## src/dcp_pkg.sv

```systemverilog
// Constants for the DMA channel priority and flag register slice
package dcp_pkg;
  localparam int unsigned        NCH          = 32;
  localparam int unsigned        CH_W         = 5;
  localparam int unsigned        ADDR_W       = 8;
  localparam int unsigned        DATA_W       = 32;
  localparam logic [ADDR_W-1:0]  OFS_PRI_CLR  = 8'h00;
  localparam logic [ADDR_W-1:0]  OFS_URG_SET  = 8'h04;
  localparam logic [ADDR_W-1:0]  OFS_URG_CLR  = 8'h08;
  localparam logic [ADDR_W-1:0]  OFS_BUS_ERR  = 8'h0C;
  localparam logic [ADDR_W-1:0]  OFS_DONE     = 8'h10;
  localparam logic [ADDR_W-1:0]  OFS_ALT_SET  = 8'h14;
  localparam logic [DATA_W-1:0]  RST_WORD     = 32'h00000000;
  localparam logic [NCH-1:0]     RST_CH       = 32'h00000000;
  localparam logic [CH_W-1:0]    RST_IDX      = 5'h00;
  localparam int unsigned        ERR_BIT      = 0;
endpackage : dcp_pkg

```

## src/dcp_top.sv

```systemverilog
// Channel selector, priority, bus-error and completion-flag registers of a DMA
// Summary of operation
// - Write one selects primary structure per channel
// - Written zero leaves selector unchanged
// - Primary phase end flips selector
// - Alternate phase end flips selector back
// - Write one raises channel to high priority
// - Zero to raise register does nothing
// - Reading raise register returns priority
// - Write one to lower register normalises
// - Bit 0 shows pending bus error
// - Write one to bit 0 clears error
// - Completion interrupt sets channel's flag bit
// - Flag bit number equals channel number
// - Flag register read clears its bits
// - Write one selects alternate structure first
// - Basic mode completes after programmed transfers
//
// Design decisions made here: the register offsets and register access over APB.
module dcp_top (
  // Clock and reset
  input  wire logic                        core_clk,
  input  wire logic                        rst,
  // APB slave
  input  wire logic                        psel,
  input  wire logic                        penable,
  input  wire logic                        pwrite,
  input  wire logic [dcp_pkg::ADDR_W-1:0]  paddr,
  input  wire logic [dcp_pkg::DATA_W-1:0]  pwdata,
  output logic      [dcp_pkg::DATA_W-1:0]  prdata,
  output logic                             pready,
  output logic                             pslverr,
  // Transfer engine events, one-cycle pulses; per channel except the single bus error
  input  wire logic [dcp_pkg::NCH-1:0]     phase_done,
  input  wire logic [dcp_pkg::NCH-1:0]     basic_last_xfer,
  input  wire logic [dcp_pkg::NCH-1:0]     mode_done_irq,
  input  wire logic                        bus_err_evt,
  // Arbitration requests
  input  wire logic [dcp_pkg::NCH-1:0]     chan_req,
  // State towards the engine
  output logic      [dcp_pkg::NCH-1:0]     alt_select,
  output logic      [dcp_pkg::NCH-1:0]     urgency,
  output logic                             bus_fault,
  output logic      [dcp_pkg::NCH-1:0]     cmpl_irq,
  output logic      [dcp_pkg::NCH-1:0]     channel_done_flags,
  output logic                             grant_valid,
  output logic      [dcp_pkg::CH_W-1:0]    grant_chan
);

  logic                        setup_ph;
  logic                        acc_ph;
  logic                        wr_acc;
  logic                        rd_acc;
  logic                        addr_hit;
  logic                        wr_pri_clr;
  logic                        wr_alt_set;
  logic                        wr_urg_set;
  logic                        wr_urg_clr;
  logic                        wr_err;
  logic                        rd_done;
  logic [dcp_pkg::NCH-1:0]     cmpl_evt;
  logic [dcp_pkg::NCH-1:0]     hi_req;
  logic [dcp_pkg::DATA_W-1:0]  next_rdata;
  logic [dcp_pkg::NCH-1:0]     next_sel;
  logic                        next_gvalid;
  logic [dcp_pkg::CH_W-1:0]    next_gchan;

  // Lowest-numbered set bit wins within one priority class
  function automatic logic [dcp_pkg::CH_W-1:0] lowest_idx(
    input logic [dcp_pkg::NCH-1:0] vec
  );
    logic [dcp_pkg::CH_W-1:0] idx;
    idx = dcp_pkg::RST_IDX;
    for (int i = dcp_pkg::NCH - 1; i >= 0; i--) begin
      if (vec[i]) begin
        idx = dcp_pkg::CH_W'(i);
      end
    end
    return idx;
  endfunction : lowest_idx

  assign setup_ph   = psel & ~penable;
  assign acc_ph     = psel & penable;
  assign wr_acc     = acc_ph & pwrite;
  assign rd_acc     = acc_ph & ~pwrite;
  assign addr_hit   = (paddr == dcp_pkg::OFS_PRI_CLR) | (paddr == dcp_pkg::OFS_URG_SET) |
                      (paddr == dcp_pkg::OFS_URG_CLR) | (paddr == dcp_pkg::OFS_BUS_ERR) |
                      (paddr == dcp_pkg::OFS_DONE)    | (paddr == dcp_pkg::OFS_ALT_SET);
  assign wr_pri_clr = wr_acc & (paddr == dcp_pkg::OFS_PRI_CLR);
  assign wr_alt_set = wr_acc & (paddr == dcp_pkg::OFS_ALT_SET);
  assign wr_urg_set = wr_acc & (paddr == dcp_pkg::OFS_URG_SET);
  assign wr_urg_clr = wr_acc & (paddr == dcp_pkg::OFS_URG_CLR);
  assign wr_err     = wr_acc & (paddr == dcp_pkg::OFS_BUS_ERR);
  assign rd_done    = rd_acc & (paddr == dcp_pkg::OFS_DONE);

  // Zero wait states; unmapped addresses answer with an error
  assign pready  = acc_ph;
  assign pslverr = acc_ph & ~addr_hit;

  // Read data is captured in the setup cycle, held through the access cycle
  always_comb begin
    next_rdata = dcp_pkg::RST_WORD;
    case (paddr)
      dcp_pkg::OFS_URG_SET: next_rdata = urgency;
      dcp_pkg::OFS_BUS_ERR: next_rdata[dcp_pkg::ERR_BIT] = bus_fault;
      dcp_pkg::OFS_DONE:    next_rdata = channel_done_flags;
      dcp_pkg::OFS_ALT_SET: next_rdata = alt_select;
      default:              next_rdata = dcp_pkg::RST_WORD;
    endcase
  end

  always_ff @(posedge core_clk or posedge rst) begin
    if (rst) begin
      prdata <= dcp_pkg::RST_WORD;
    end else if (setup_ph && !pwrite) begin
      prdata <= next_rdata;
    end
  end

  // Selector: software set/clear first, then phase completions flip
  always_comb begin
    next_sel = alt_select;
    if (wr_alt_set) begin
      next_sel = next_sel | pwdata;
    end
    if (wr_pri_clr) begin
      next_sel = next_sel & ~pwdata;
    end
    next_sel = next_sel ^ phase_done;
  end

  always_ff @(posedge core_clk or posedge rst) begin
    if (rst) begin
      alt_select <= dcp_pkg::RST_CH;
    end else begin
      alt_select <= next_sel;
    end
  end

  // Priority bits: set register then clear register, ones only
  always_ff @(posedge core_clk or posedge rst) begin
    if (rst) begin
      urgency <= dcp_pkg::RST_CH;
    end else if (wr_urg_set) begin
      urgency <= urgency | pwdata;
    end else if (wr_urg_clr) begin
      urgency <= urgency & ~pwdata;
    end
  end

  // Bus error: a new error in the clearing cycle is kept
  always_ff @(posedge core_clk or posedge rst) begin
    if (rst) begin
      bus_fault <= 1'b0;
    end else if (bus_err_evt) begin
      bus_fault <= 1'b1;
    end else if (wr_err && pwdata[dcp_pkg::ERR_BIT]) begin
      bus_fault <= 1'b0;
    end
  end

  assign cmpl_evt = basic_last_xfer | mode_done_irq;

  always_ff @(posedge core_clk or posedge rst) begin
    if (rst) begin
      cmpl_irq <= dcp_pkg::RST_CH;
    end else begin
      cmpl_irq <= cmpl_evt;
    end
  end

  // Only bits actually returned are cleared, so late events survive
  always_ff @(posedge core_clk or posedge rst) begin
    if (rst) begin
      channel_done_flags <= dcp_pkg::RST_CH;
    end else if (rd_done) begin
      channel_done_flags <= (channel_done_flags & ~prdata) | cmpl_evt;
    end else begin
      channel_done_flags <= channel_done_flags | cmpl_evt;
    end
  end

  // high class first, then lowest channel
  assign hi_req = chan_req & urgency;

  always_comb begin
    next_gvalid = |chan_req;
    if (|hi_req) begin
      next_gchan = lowest_idx(hi_req);
    end else begin
      next_gchan = lowest_idx(chan_req);
    end
  end

  always_ff @(posedge core_clk or posedge rst) begin
    if (rst) begin
      grant_valid <= 1'b0;
      grant_chan  <= dcp_pkg::RST_IDX;
    end else begin
      grant_valid <= next_gvalid;
      grant_chan  <= next_gchan;
    end
  end

  // One-hot form of the granted channel, read only by the checks below
  logic [dcp_pkg::NCH-1:0]     grant_bit;
  assign grant_bit = {{(dcp_pkg::NCH-1){1'b0}}, 1'b1} << grant_chan;
endmodule : dcp_top

```

## config.mk

```make
export PLATFORM = sky130hd
export DESIGN_NAME = dcp_top
export DESIGN_NICKNAME = d
export VERILOG_FILES = /design/src/dcp_pkg.sv /design/src/dcp_top.sv
export SDC_FILE = /design/constraint.sdc
export NUM_CORES = 1
export LEC_CHECK = 0
export CORE_AREA = 2 2 133 135
export CTS_CLUSTER_DIAMETER = 40
export DETAILED_ROUTE_END_ITERATION = 12
export DIE_AREA = 0 0 135 137
export DONT_BUFFER_PORTS = 1
export SYNTH_ARGS = -nofsm -noshare
export SYNTH_HDL_FRONTEND = slang
export SYNTH_SLANG_ARGS = --single-unit
```

## constraint.sdc

```tcl
create_clock -name core_clk -period 5.4 [get_ports core_clk]
set_input_delay 0.54 -clock core_clk [delete_from_list [all_inputs] [get_ports core_clk]]
set_output_delay 0.54 -clock core_clk [all_outputs]
set_load 0.05 [all_outputs]
```

==> results.json, run 1 <==
{
  "hold_class": "in2reg",
  "power_density_mw_per_mm2": 412,
  "num_vias": 6620,
  "hpwl_mm": 19.8,
  "cts_hold_buf": 0,
  "intPower_mw": 2.19,
  "clkPwrFrac_pct": 32.1,
  "clk_latency_ns": 0.43,
  "post-route-min-period_ns": 2.65,
  "drt-total-wl_mm": 26.5,
  "syn2layout_area_growth_pct": 10.3,
  "synth-edff-count": 0,
  "grtUsageTotal_pct": 28.0,
  "worstPathArrival_ns": 2.99,
  "htree_levels": 4,
  "ir_worst_vdd_v": 0.000272,
  "worst_pin_slew_ns": 1.15,
  "netlist_area_sq_mm": 0.00812,
  "combPwrFrac_pct": 11.0,
  "ys.warnings.count": 0,
  "use_met1_pct": 32.1,
  "totalPowerFinal_mw": 3.69,
  "relSlewSlack_pct": 22.8,
  "grtUsageMet2_pct": 48.1,
  "clk_path_buf_depth": 2,
  "grt_max_degree": 126,
  "drt_first_iter_violations": 425,
  "grt_first_pass_wirelength_mm": 38.9,
  "cts.clk_slew.worst_paths_ns": 0.07,
  "drive_above_1_share_pct": 10.2,
  "post_cts.repair.setup_buffers": 0,
  "ys.flop_type": "dfrtp_1",
  "die_y_um": 137,
  "dp.cells": 1028,
  "cts_resized": 0,
  "ys_types": 53,
  "finalNetCount": 996,
  "yosysTopAreaCell": "dfrtp_1",
  "max_cap_viol_count": 0,
  "layout_worst_path_cycle_share_pct": 49.0,
  "ys_seq_area_share_pct": 51.5,
  "reg2reg_slack_ns": 3.20,
  "crit_type": "in2reg",
  "async_flop_share_pct": 100,
  "fin_ws_ns": 2.75,
  "stdcell_count": 1060,
  "final-setup-viol-count": 0,
  "fin_hold_ws_ns": 0.190,
  "tritoncts": "built",
  "end_kind": "flop",
  "layout_commonest_cell": "dfrtp_1",
  "io_buffer_count": 0,
  "wire_per_inst_um": 25.0,
  "synth_top_area_share_pct": 51.5,
  "holdPathStages": 1,
  "power_switching_share_pct": 40.5,
  "diodes": 0,
  "multi_input_area_sq_mm": 0.00368,
  "synthCells": 832,
  "synth_seq_cells": 167,
  "rsz0062_at_grt": "false",
  "area.sequential_sq_mm": 0.00418,
  "synth_area_leaders": "dfrtp_1 51%, nand2_1 5.7%, mux2i_1 3.9%",
  "grt_use_met3_pct": 10.1,
  "synthesis.nets": 1006,
  "floorplan.core_area_sq_mm": 0.0171,
  "worst_clock_skew_ns": 0.00790,
  "grt_busiest_layer": "met2",
  "drc": 0,
  "fin_setup_tns_ns": 0,
  "max_freq_ghz": 0.378,
  "gr-total-overflow": 0,
  "fp.dieW_um": 135,
  "cts_buffers": 17,
  "ios": 343,
  "std_cell_rows": 48,
  "routabilityCongestion": 0.901,
  "startpoint": "paddr[6]",
  "status": "finished clean",
  "r2r_end": "grant_chan[0]$_DFF_PP0_",
  "cp.required_ns": 5.75,
  "critPathLaunchType": "input port",
  "drtPass1Iterations": 5,
  "cts_root_buf": "clkbuf_16",
  "cts.sinks": 167,
  "mostFrequentLayoutCells": "167 x dfrtp_1, 124 x nand2_1, 48 x nor2_1",
  "die-area_sq_mm": 0.0185,
  "start_util_pct": 47.6,
  "netSwitchingPower_mw": 1.49,
  "reg2regPathDepth": 4,
  "grt_antenna_before_repair": 0,
  "viasPerCell": 6.25,
  "n_fill_cell": 1559,
  "crit_end": "alt_select[26]$_DFF_PP0_",
  "antenna_left": 0,
  "grt_pass1_vias": 6525,
  "place_ws_ns": 2.35,
  "hold_viol_final": 0,
  "drv_slew": 0,
  "p_leak_nw": 3.53,
  "syn_avg_cell_area_sq_um": 9.75,
  "path_max_fanout": 19,
  "pwr-share-seq_pct": 56.9
}
[routing by layer]
metal	share of wire, %	up-vias
met5	0	-
met3	9.7	54
met2	50	377
met4	2.9	0
met1	37	3248
li1	-	2941
[cells by family after synthesis]
logic type | Yosys count | share of synthesized area [%]
AOI/OAI and AO/OA | 232 | 20.4
xor gates and xnor gates | 32 | 3.45
buffers and inverters | 79 | 3.79
DFF | 167 | 51.5
muxes | 32 | 3.95
and+or+nand+nor | 290 | 16.9
[area by class of cell]
class | count | share of cell area (%)
inverter | 41 | 1.78
timing repair buffer | 9 | 0.755
clock inverter | 15 | 1.75
tap | 225 | 3.15
clock buffer | 17 | 4.75
multi-input combinational | 586 | 41.1
sequential | 167 | 46.7
[synthesized netlist by cell type, drive strengths merged (2+ instances only)]
cell type  count
o21ai         43
nor2b          3
a2111oi        2
nand4          5
o211ai         2
a32o           4
a222oi         2
o2bb2ai       32
xnor2         32
or2           32
nand2        124
a31oi          5
a21oi         38
nor4          15
a22o          36
buf           10
inv           40
clkbuf        28
o32ai          2
nor3          38
nor2          48
or3            3
a32oi          2
nand3          7
mux2i         32
a21o          33
a22oi         16
or4            4
nand2b         4
o31ai          2
dfrtp        167
a211oi         3
[worst min-delay path by stage]
| stage | startpoint | endpoint |
|---|---|---|
| final | phase_done[18] | alt_select[18]$_DFF_PP0_ |
| after global routing | phase_done[4] | alt_select[4]$_DFF_PP0_ |
| after CTS | phase_done[4] | alt_select[4]$_DFF_PP0_ |
| after detailed placement | phase_done[2] | alt_select[2]$_DFF_PP0_ |
| after global placement | phase_done[31] | alt_select[31]$_DFF_PP0_ |
| after floorplan | bus_err_evt | bus_fault$_DFFE_PP0P_ |
[through the flow]
| stage | util [%] | area, sq um |
|---|---|---|
| finish | 52.5 | 8950 |
| global route | 52.5 | 8950 |
| CTS | 52.5 | 8950 |
| detailed placement | 49.0 | 8370 |
| global placement | 49.0 | 8370 |
| floorplan | - | 8120 |
[power by group through the flow]
stage	Clock, mW	Sequential, mW	Combinational (mW)
floorplan	0	2.03	0.341
global placement	0	2.12	0.390
detailed placement	0	2.13	0.407
CTS	1.20	2.10	0.408
global route	1.26	2.12	0.454
finish	1.18	2.10	0.404
[worst max-delay path, cell delays in order]
cell       delay, ns
nor4_2          0.41
nand2b_1        0.31
nor4_4          1.00
buf_4           0.39
o2bb2ai_1       0.18
xnor2_1         0.15
Note: power is estimated with default switching activity, not from simulation.
==> run 2: changes to the inputs <==
clock period = 2.21 ns   (was 5.4 ns; I/O delays follow)
==> run 2 against run 1 <==
  * Die area unchanged
  * Global-route usage grew 3.2 points
  * Design area increased by 22%
  * Total power grew to 2.6 times the previous value
  * Critical path type unchanged
  * Critical endpoint is now alt_select[14]$_DFF_PP0_
  * Largest power group unchanged
==> results.json, run 2 (same netlist as run 1, synthesis figures left out) <==
{
  "std_cell_rows": 48,
  "viasPerCell": 5.96,
  "rsz0062_at_grt": "false",
  "worstPathArrival_ns": 2.46,
  "power_density_mw_per_mm2": 879,
  "place_ws_ns": 0.259,
  "io_buffer_count": 0,
  "reg2regPathDepth": 5,
  "cts_buffers": 17,
  "stdcell_area_sq_mm": 0.0109,
  "drive_above_1_share_pct": 12.7,
  "clk_path_buf_depth": 2,
  "cts.sinks": 167,
  "slowest_delay_ns": 0.59,
  "hpwl_mm": 20.8,
  "cts_resized": 0,
  "die_y_um": 137,
  "crit_type": "in2reg",
  "path_max_fanout": 20,
  "clk_latency_ns": 0.43,
  "cpLargestDelayFamily": "buffers and inverters",
  "dpl_cell_area_sq_mm": 0.00878,
  "grt_max_degree": 48,
  "htree_levels": 4,
  "dp.cells": 1076,
  "crit_chain": "nor4_2 -> nand2b_1 -> buf_4 -> nor4_4 -> buf_4 -> o2bb2ai_1 -> xnor2_1 -> dlygate4sd3_1",
  "grt_first_pass_wirelength_mm": 43.6,
  "drt-total-wl_mm": 29.2,
  "startpoint": "paddr[6]",
  "fin_ws_ns": 0.113,
  "grt_pass1_vias": 7741,
  "ir_worst_vdd_v": 0.000706,
  "stdcell_count": 1268,
  "drv_slew": 0,
  "cts_root_buf": "clkbuf_16",
  "cp.required_ns": 2.57,
  "diodes": 0,
  "relSlewSlack_pct": 46.6,
  "layout_commonest_cell": "dfrtp_1",
  "drtPass1Iterations": 6,
  "max_cap_viol_count": 0,
  "fin_setup_tns_ns": 0,
  "path_buf_inv": 3,
  "max_freq_ghz": 0.477,
  "start_util_pct": 47.6,
  "fp.dieW_um": 135,
  "drc": 0,
  "ios": 343,
  "hold_viol_final": 0,
  "post-route-min-period_ns": 2.10,
  "syn2layout_area_growth_pct": 34.8,
  "drt-met1-wl_mm": 10.9,
  "hold_class": "in2reg",
  "mostFrequentLayoutCells": "167 x dfrtp_1, 160 x dlygate4sd3_1, 124 x nand2_1",
  "floorplan.core_area_sq_mm": 0.0171,
  "cts.clk_slew.worst_paths_ns": 0.07,
  "reg2reg_slack_ns": 0.35,
  "route.met3.wl_mm": 2.47,
  "antenna_left": 0,
  "gr-total-overflow": 0,
  "wire_per_inst_um": 23.1,
  "totalPowerFinal_mw": 9.62,
  "cp_slowest_cell": "dlygate4sd3_1",
  "tritoncts": "built",
  "p_leak_nw": 4.40,
  "worstSetupPathDepth": 8,
  "worst_pin_slew_ns": 0.800,
  "wl_met2_mm": 14.6,
  "routabilityCongestion": 0.875,
  "final-setup-viol-count": 0,
  "post_cts.repair.setup_buffers": 0,
  "crit_end": "alt_select[14]$_DFF_PP0_",
  "worst_clock_skew_ns": 0.00901,
  "status": "finished clean",
  "critPathLaunchType": "input port",
  "finalCoreUtilization_pct": 64.1,
  "fin_hold_ws_ns": 0.00651,
  "crit_top_cell": "buf_4",
  "grtUsageTotal_pct": 31.2,
  "grt_antenna_before_repair": 0,
  "top_layer": "met4",
  "num_vias": 7552,
  "r2r_end": "grant_chan[1]$_DFF_PP0_",
  "die-area_sq_mm": 0.0185,
  "cts_hold_buf": 160,
  "layout_worst_path_cycle_share_pct": 94.9,
  "drt_first_iter_violations": 460,
  "finalNetCount": 1204,
  "end_kind": "flop"
}
==> run 2: changes by cell type in the layout (fill, tap and decap cells not counted), sizes merged <==
cell,previous run,this run
clkbuf,17,19
dlygate4sd3,0,160
clkinv,6,5
buf,9,57
inv,47,46
==> run 2: report_power, final <==
group          internal (mW)  leakage, nW  switching, mW
clock                   1.50        0.270           1.33
combinational          0.973         2.17          0.857
sequential              3.39         1.96           1.56
total                   5.86         4.40           3.75
==> run 2: worst min-delay path by stage <==
| stage | startpoint | end | slack, ns | depth (start not counted) |
|---|---|---|---|---|
| finish | mode_done_irq[23] | channel_done_flags[23]$_DFF_PP0_ | 0.007 | 2 |
| global route | mode_done_irq[23] | channel_done_flags[23]$_DFF_PP0_ | 0.01 | 2 |
| CTS | mode_done_irq[23] | channel_done_flags[23]$_DFF_PP0_ | 0.00008 | 2 |
| detailed placement | rst | prdata[13]$_DFFE_PP0P_ | 0.26 | 1 |
| global placement | rst | cmpl_irq[31]$_DFF_PP0_ | 0.25 | 1 |
| floorplan | bus_err_evt | bus_fault$_DFFE_PP0P_ | 0.31 | 1 |
==> run 2: area by class of cell <==
class                   count  area (sq um)
clock inverters            13           111
inverters                  41           158
repair buffers            217          2090
fillers                  1346          6120
flip-flops and latches    167          4180
clock buffers              19           443
well taps                 225           282
multi-input cells         586          3670
==> run 2: per-layer routing <==
metal / vias to the layer above / track usage, %
li1: 3366 / -
met5: - / 0
met4: 0 / 15.0
met1: 3702 / 34.6
met2: 407 / 54.6
met3: 77 / 9.41
==> run 2: worst reg2reg max path: stages, from the launching register on <==
cell,delay [ns]
dfrtp_1,0.43
a22oi_1,0.37
nand4_1,0.18
nor3_1,0.32
nand2_1,0.12
o32ai_1,0.33
==> run 3: changes to the inputs <==
RECOVER_POWER = 100   (was default)
REMOVE_ABC_BUFFERS = 1   (was default)
SLEW_MARGIN = 20   (was default)
==> run 3 against run 2 <==
  * Total power fell by 6.2%
  * Worst hold slack better by 0.0053 ns
  * Combinational power is 27% lower
  * Flip-flop and latch count stayed put
  * Routed wire length is 7.1% lower
  * Critical path depth fell by 3
  * Clock skew about the same
  * Design area decreased by 4.6%
  * Sequential share of layout area increased by 1.9 points
  * Fmax rose by 1.3%
  * Sequential power is essentially flat
==> results.json, run 3 (same netlist as run 1, synthesis figures left out) <==
{
  "status": "finished clean",
  "post-route-min-period_ns": 2.07,
  "grt_antenna_before_repair": 0,
  "stdcell_area_sq_mm": 0.0104,
  "relSlewSlack_pct": 23.8,
  "htree_levels": 4,
  "stdcell_count": 1237,
  "syn2layout_area_growth_pct": 28.5,
  "worstPathArrival_ns": 2.34,
  "finalNetCount": 1177,
  "cts.sinks": 167,
  "die_y_um": 137,
  "cp.required_ns": 2.48,
  "layout_commonest_cell": "dfrtp_1",
  "worst_clock_skew_ns": 0.00871,
  "drc": 0,
  "ir_worst_vdd_v": 0.000668,
  "p_leak_nw": 4.12,
  "n_fill_cell": 1475,
  "wire_per_inst_um": 22.0,
  "layout_worst_path_cycle_share_pct": 93.7,
  "slowest_delay_ns": 0.51,
  "grt_pass1_vias": 7675,
  "hold_viol_final": 0,
  "hold_class": "in2reg",
  "fp.dieW_um": 135,
  "rsz0062_at_grt": "false",
  "fin_hold_ws_ns": 0.0119,
  "routabilityCongestion": 0.858,
  "cts.clk_slew.worst_paths_ns": 0.06,
  "worst_pin_slew_ns": 1.14,
  "std_cell_rows": 48,
  "drt_first_iter_violations": 524,
  "critPathLaunchType": "flop",
  "drv_slew": 0,
  "io_buffer_count": 0,
  "max_freq_ghz": 0.483,
  "grtUsageTotal_pct": 29.1,
  "path_buf_inv": 1,
  "cpLargestDelayFamily": "compound AO/OA/AOI/OAI gates",
  "dpl_cell_area_sq_mm": 0.00873,
  "mostFrequentLayoutCells": "167 x dfrtp_1, 137 x dlygate4sd3_1, 124 x nand2_1",
  "tritoncts": "built",
  "post_cts.repair.setup_buffers": 0,
  "totalPowerFinal_mw": 9.02,
  "clk_latency_ns": 0.42,
  "crit_type": "reg2reg",
  "crit_chain": "clkbuf_1 -> a32oi_1 -> o21ai_0 -> a2111oi_0 -> o32ai_1",
  "diodes": 0,
  "num_vias": 7368,
  "start_util_pct": 47.6,
  "drt-total-wl_mm": 27.2,
  "floorplan.core_area_sq_mm": 0.0171,
  "viasPerCell": 5.96,
  "dp.cells": 1072,
  "cts_root_buf": "clkbuf_16",
  "fin_ws_ns": 0.140,
  "grt_first_pass_wirelength_mm": 41.5,
  "drtPass1Iterations": 6,
  "path_max_fanout": 5,
  "power_density_mw_per_mm2": 865,
  "ios": 343,
  "cts_buffers": 17,
  "grt_max_degree": 54,
  "gr-total-overflow": 0,
  "final-setup-viol-count": 0,
  "clk_path_buf_depth": 2,
  "drive_above_1_share_pct": 9.09,
  "die-area_sq_mm": 0.0185,
  "max_cap_viol_count": 0,
  "end_kind": "flop",
  "place_ws_ns": 0.364,
  "cp_slowest_cell": "a2111oi_0",
  "antenna_left": 0,
  "hpwl_mm": 18.7
}
run 3: changes by cell type in the layout (fill, tap and decap cells not counted), moves of 2 or more:
cell and delta:
clkbuf_2 +5, clkbuf_4 +2, inv_6 -4, buf_12 -5, inv_8 -3, clkbuf_1 +29, dlygate4sd3_1 -23, clkinv_2 +4
buf_4 -36
run 3: worst paths after layout:
check                      startpoint                       to  slack [ns]  cells after the start
setup / recovery                 flop  grant_chan[0]$_DFF_PP0_        0.14                      5
hold / removal              pwdata[0]                     flop        0.01                      2
setup reg to reg                 flop  grant_chan[0]$_DFF_PP0_        0.14                      5
hold reg to reg                  flop                     flop        0.64                      1
max in group asynchronous         rst  alt_select[5]$_DFF_PP0_        0.40                      3
min in group asynchronous         rst    cmpl_irq[0]$_DFF_PP0_        0.56                      2
run 3: layout make-up:
class,instances,area (sq um),share of cell area [%]
multi-input combinational,586,3640,34.9
clock inverter,10,85.1,0.816
tap,225,282,2.70
inverter,41,158,1.51
timing repair buffer,190,1640,15.8
clock buffer,18,439,4.21
sequential,167,4180,40.1
run 3: stage by stage:
stage / setup TNS (ns) / util, %
after global routing: 0 / 61.2
after detailed placement: 0 / 51.2
after floorplan: -526.01 / -
after global placement: 0 / 51.2
final: 0 / 61.2
after CTS: 0 / 62.3
run 3: what timing repair did:
item	4_1_cts	5_1_grt
hold buffers	137	0
gates resized for setup	0	0
endpoints found under the hold margin	177	0
run 3: per-layer routing:
metal | vias up | part of all wire [%] | global-route usage (%)
li1 | 3322 | - | -
met1 | 3573 | 37 | 33.9
met2 | 409 | 50 | 50.7
met3 | 64 | 9.3 | 8.74
met4 | 0 | 3.0 | 11.3
met5 | - | 0 | 0
run 3: report_power, final:
part           switching, mW  internal, mW  total (mW)
Clock                   1.17          1.54        2.71
Sequential              1.58          3.39        4.97
Combinational          0.658         0.679        1.34
Total                   3.41          5.61        9.02
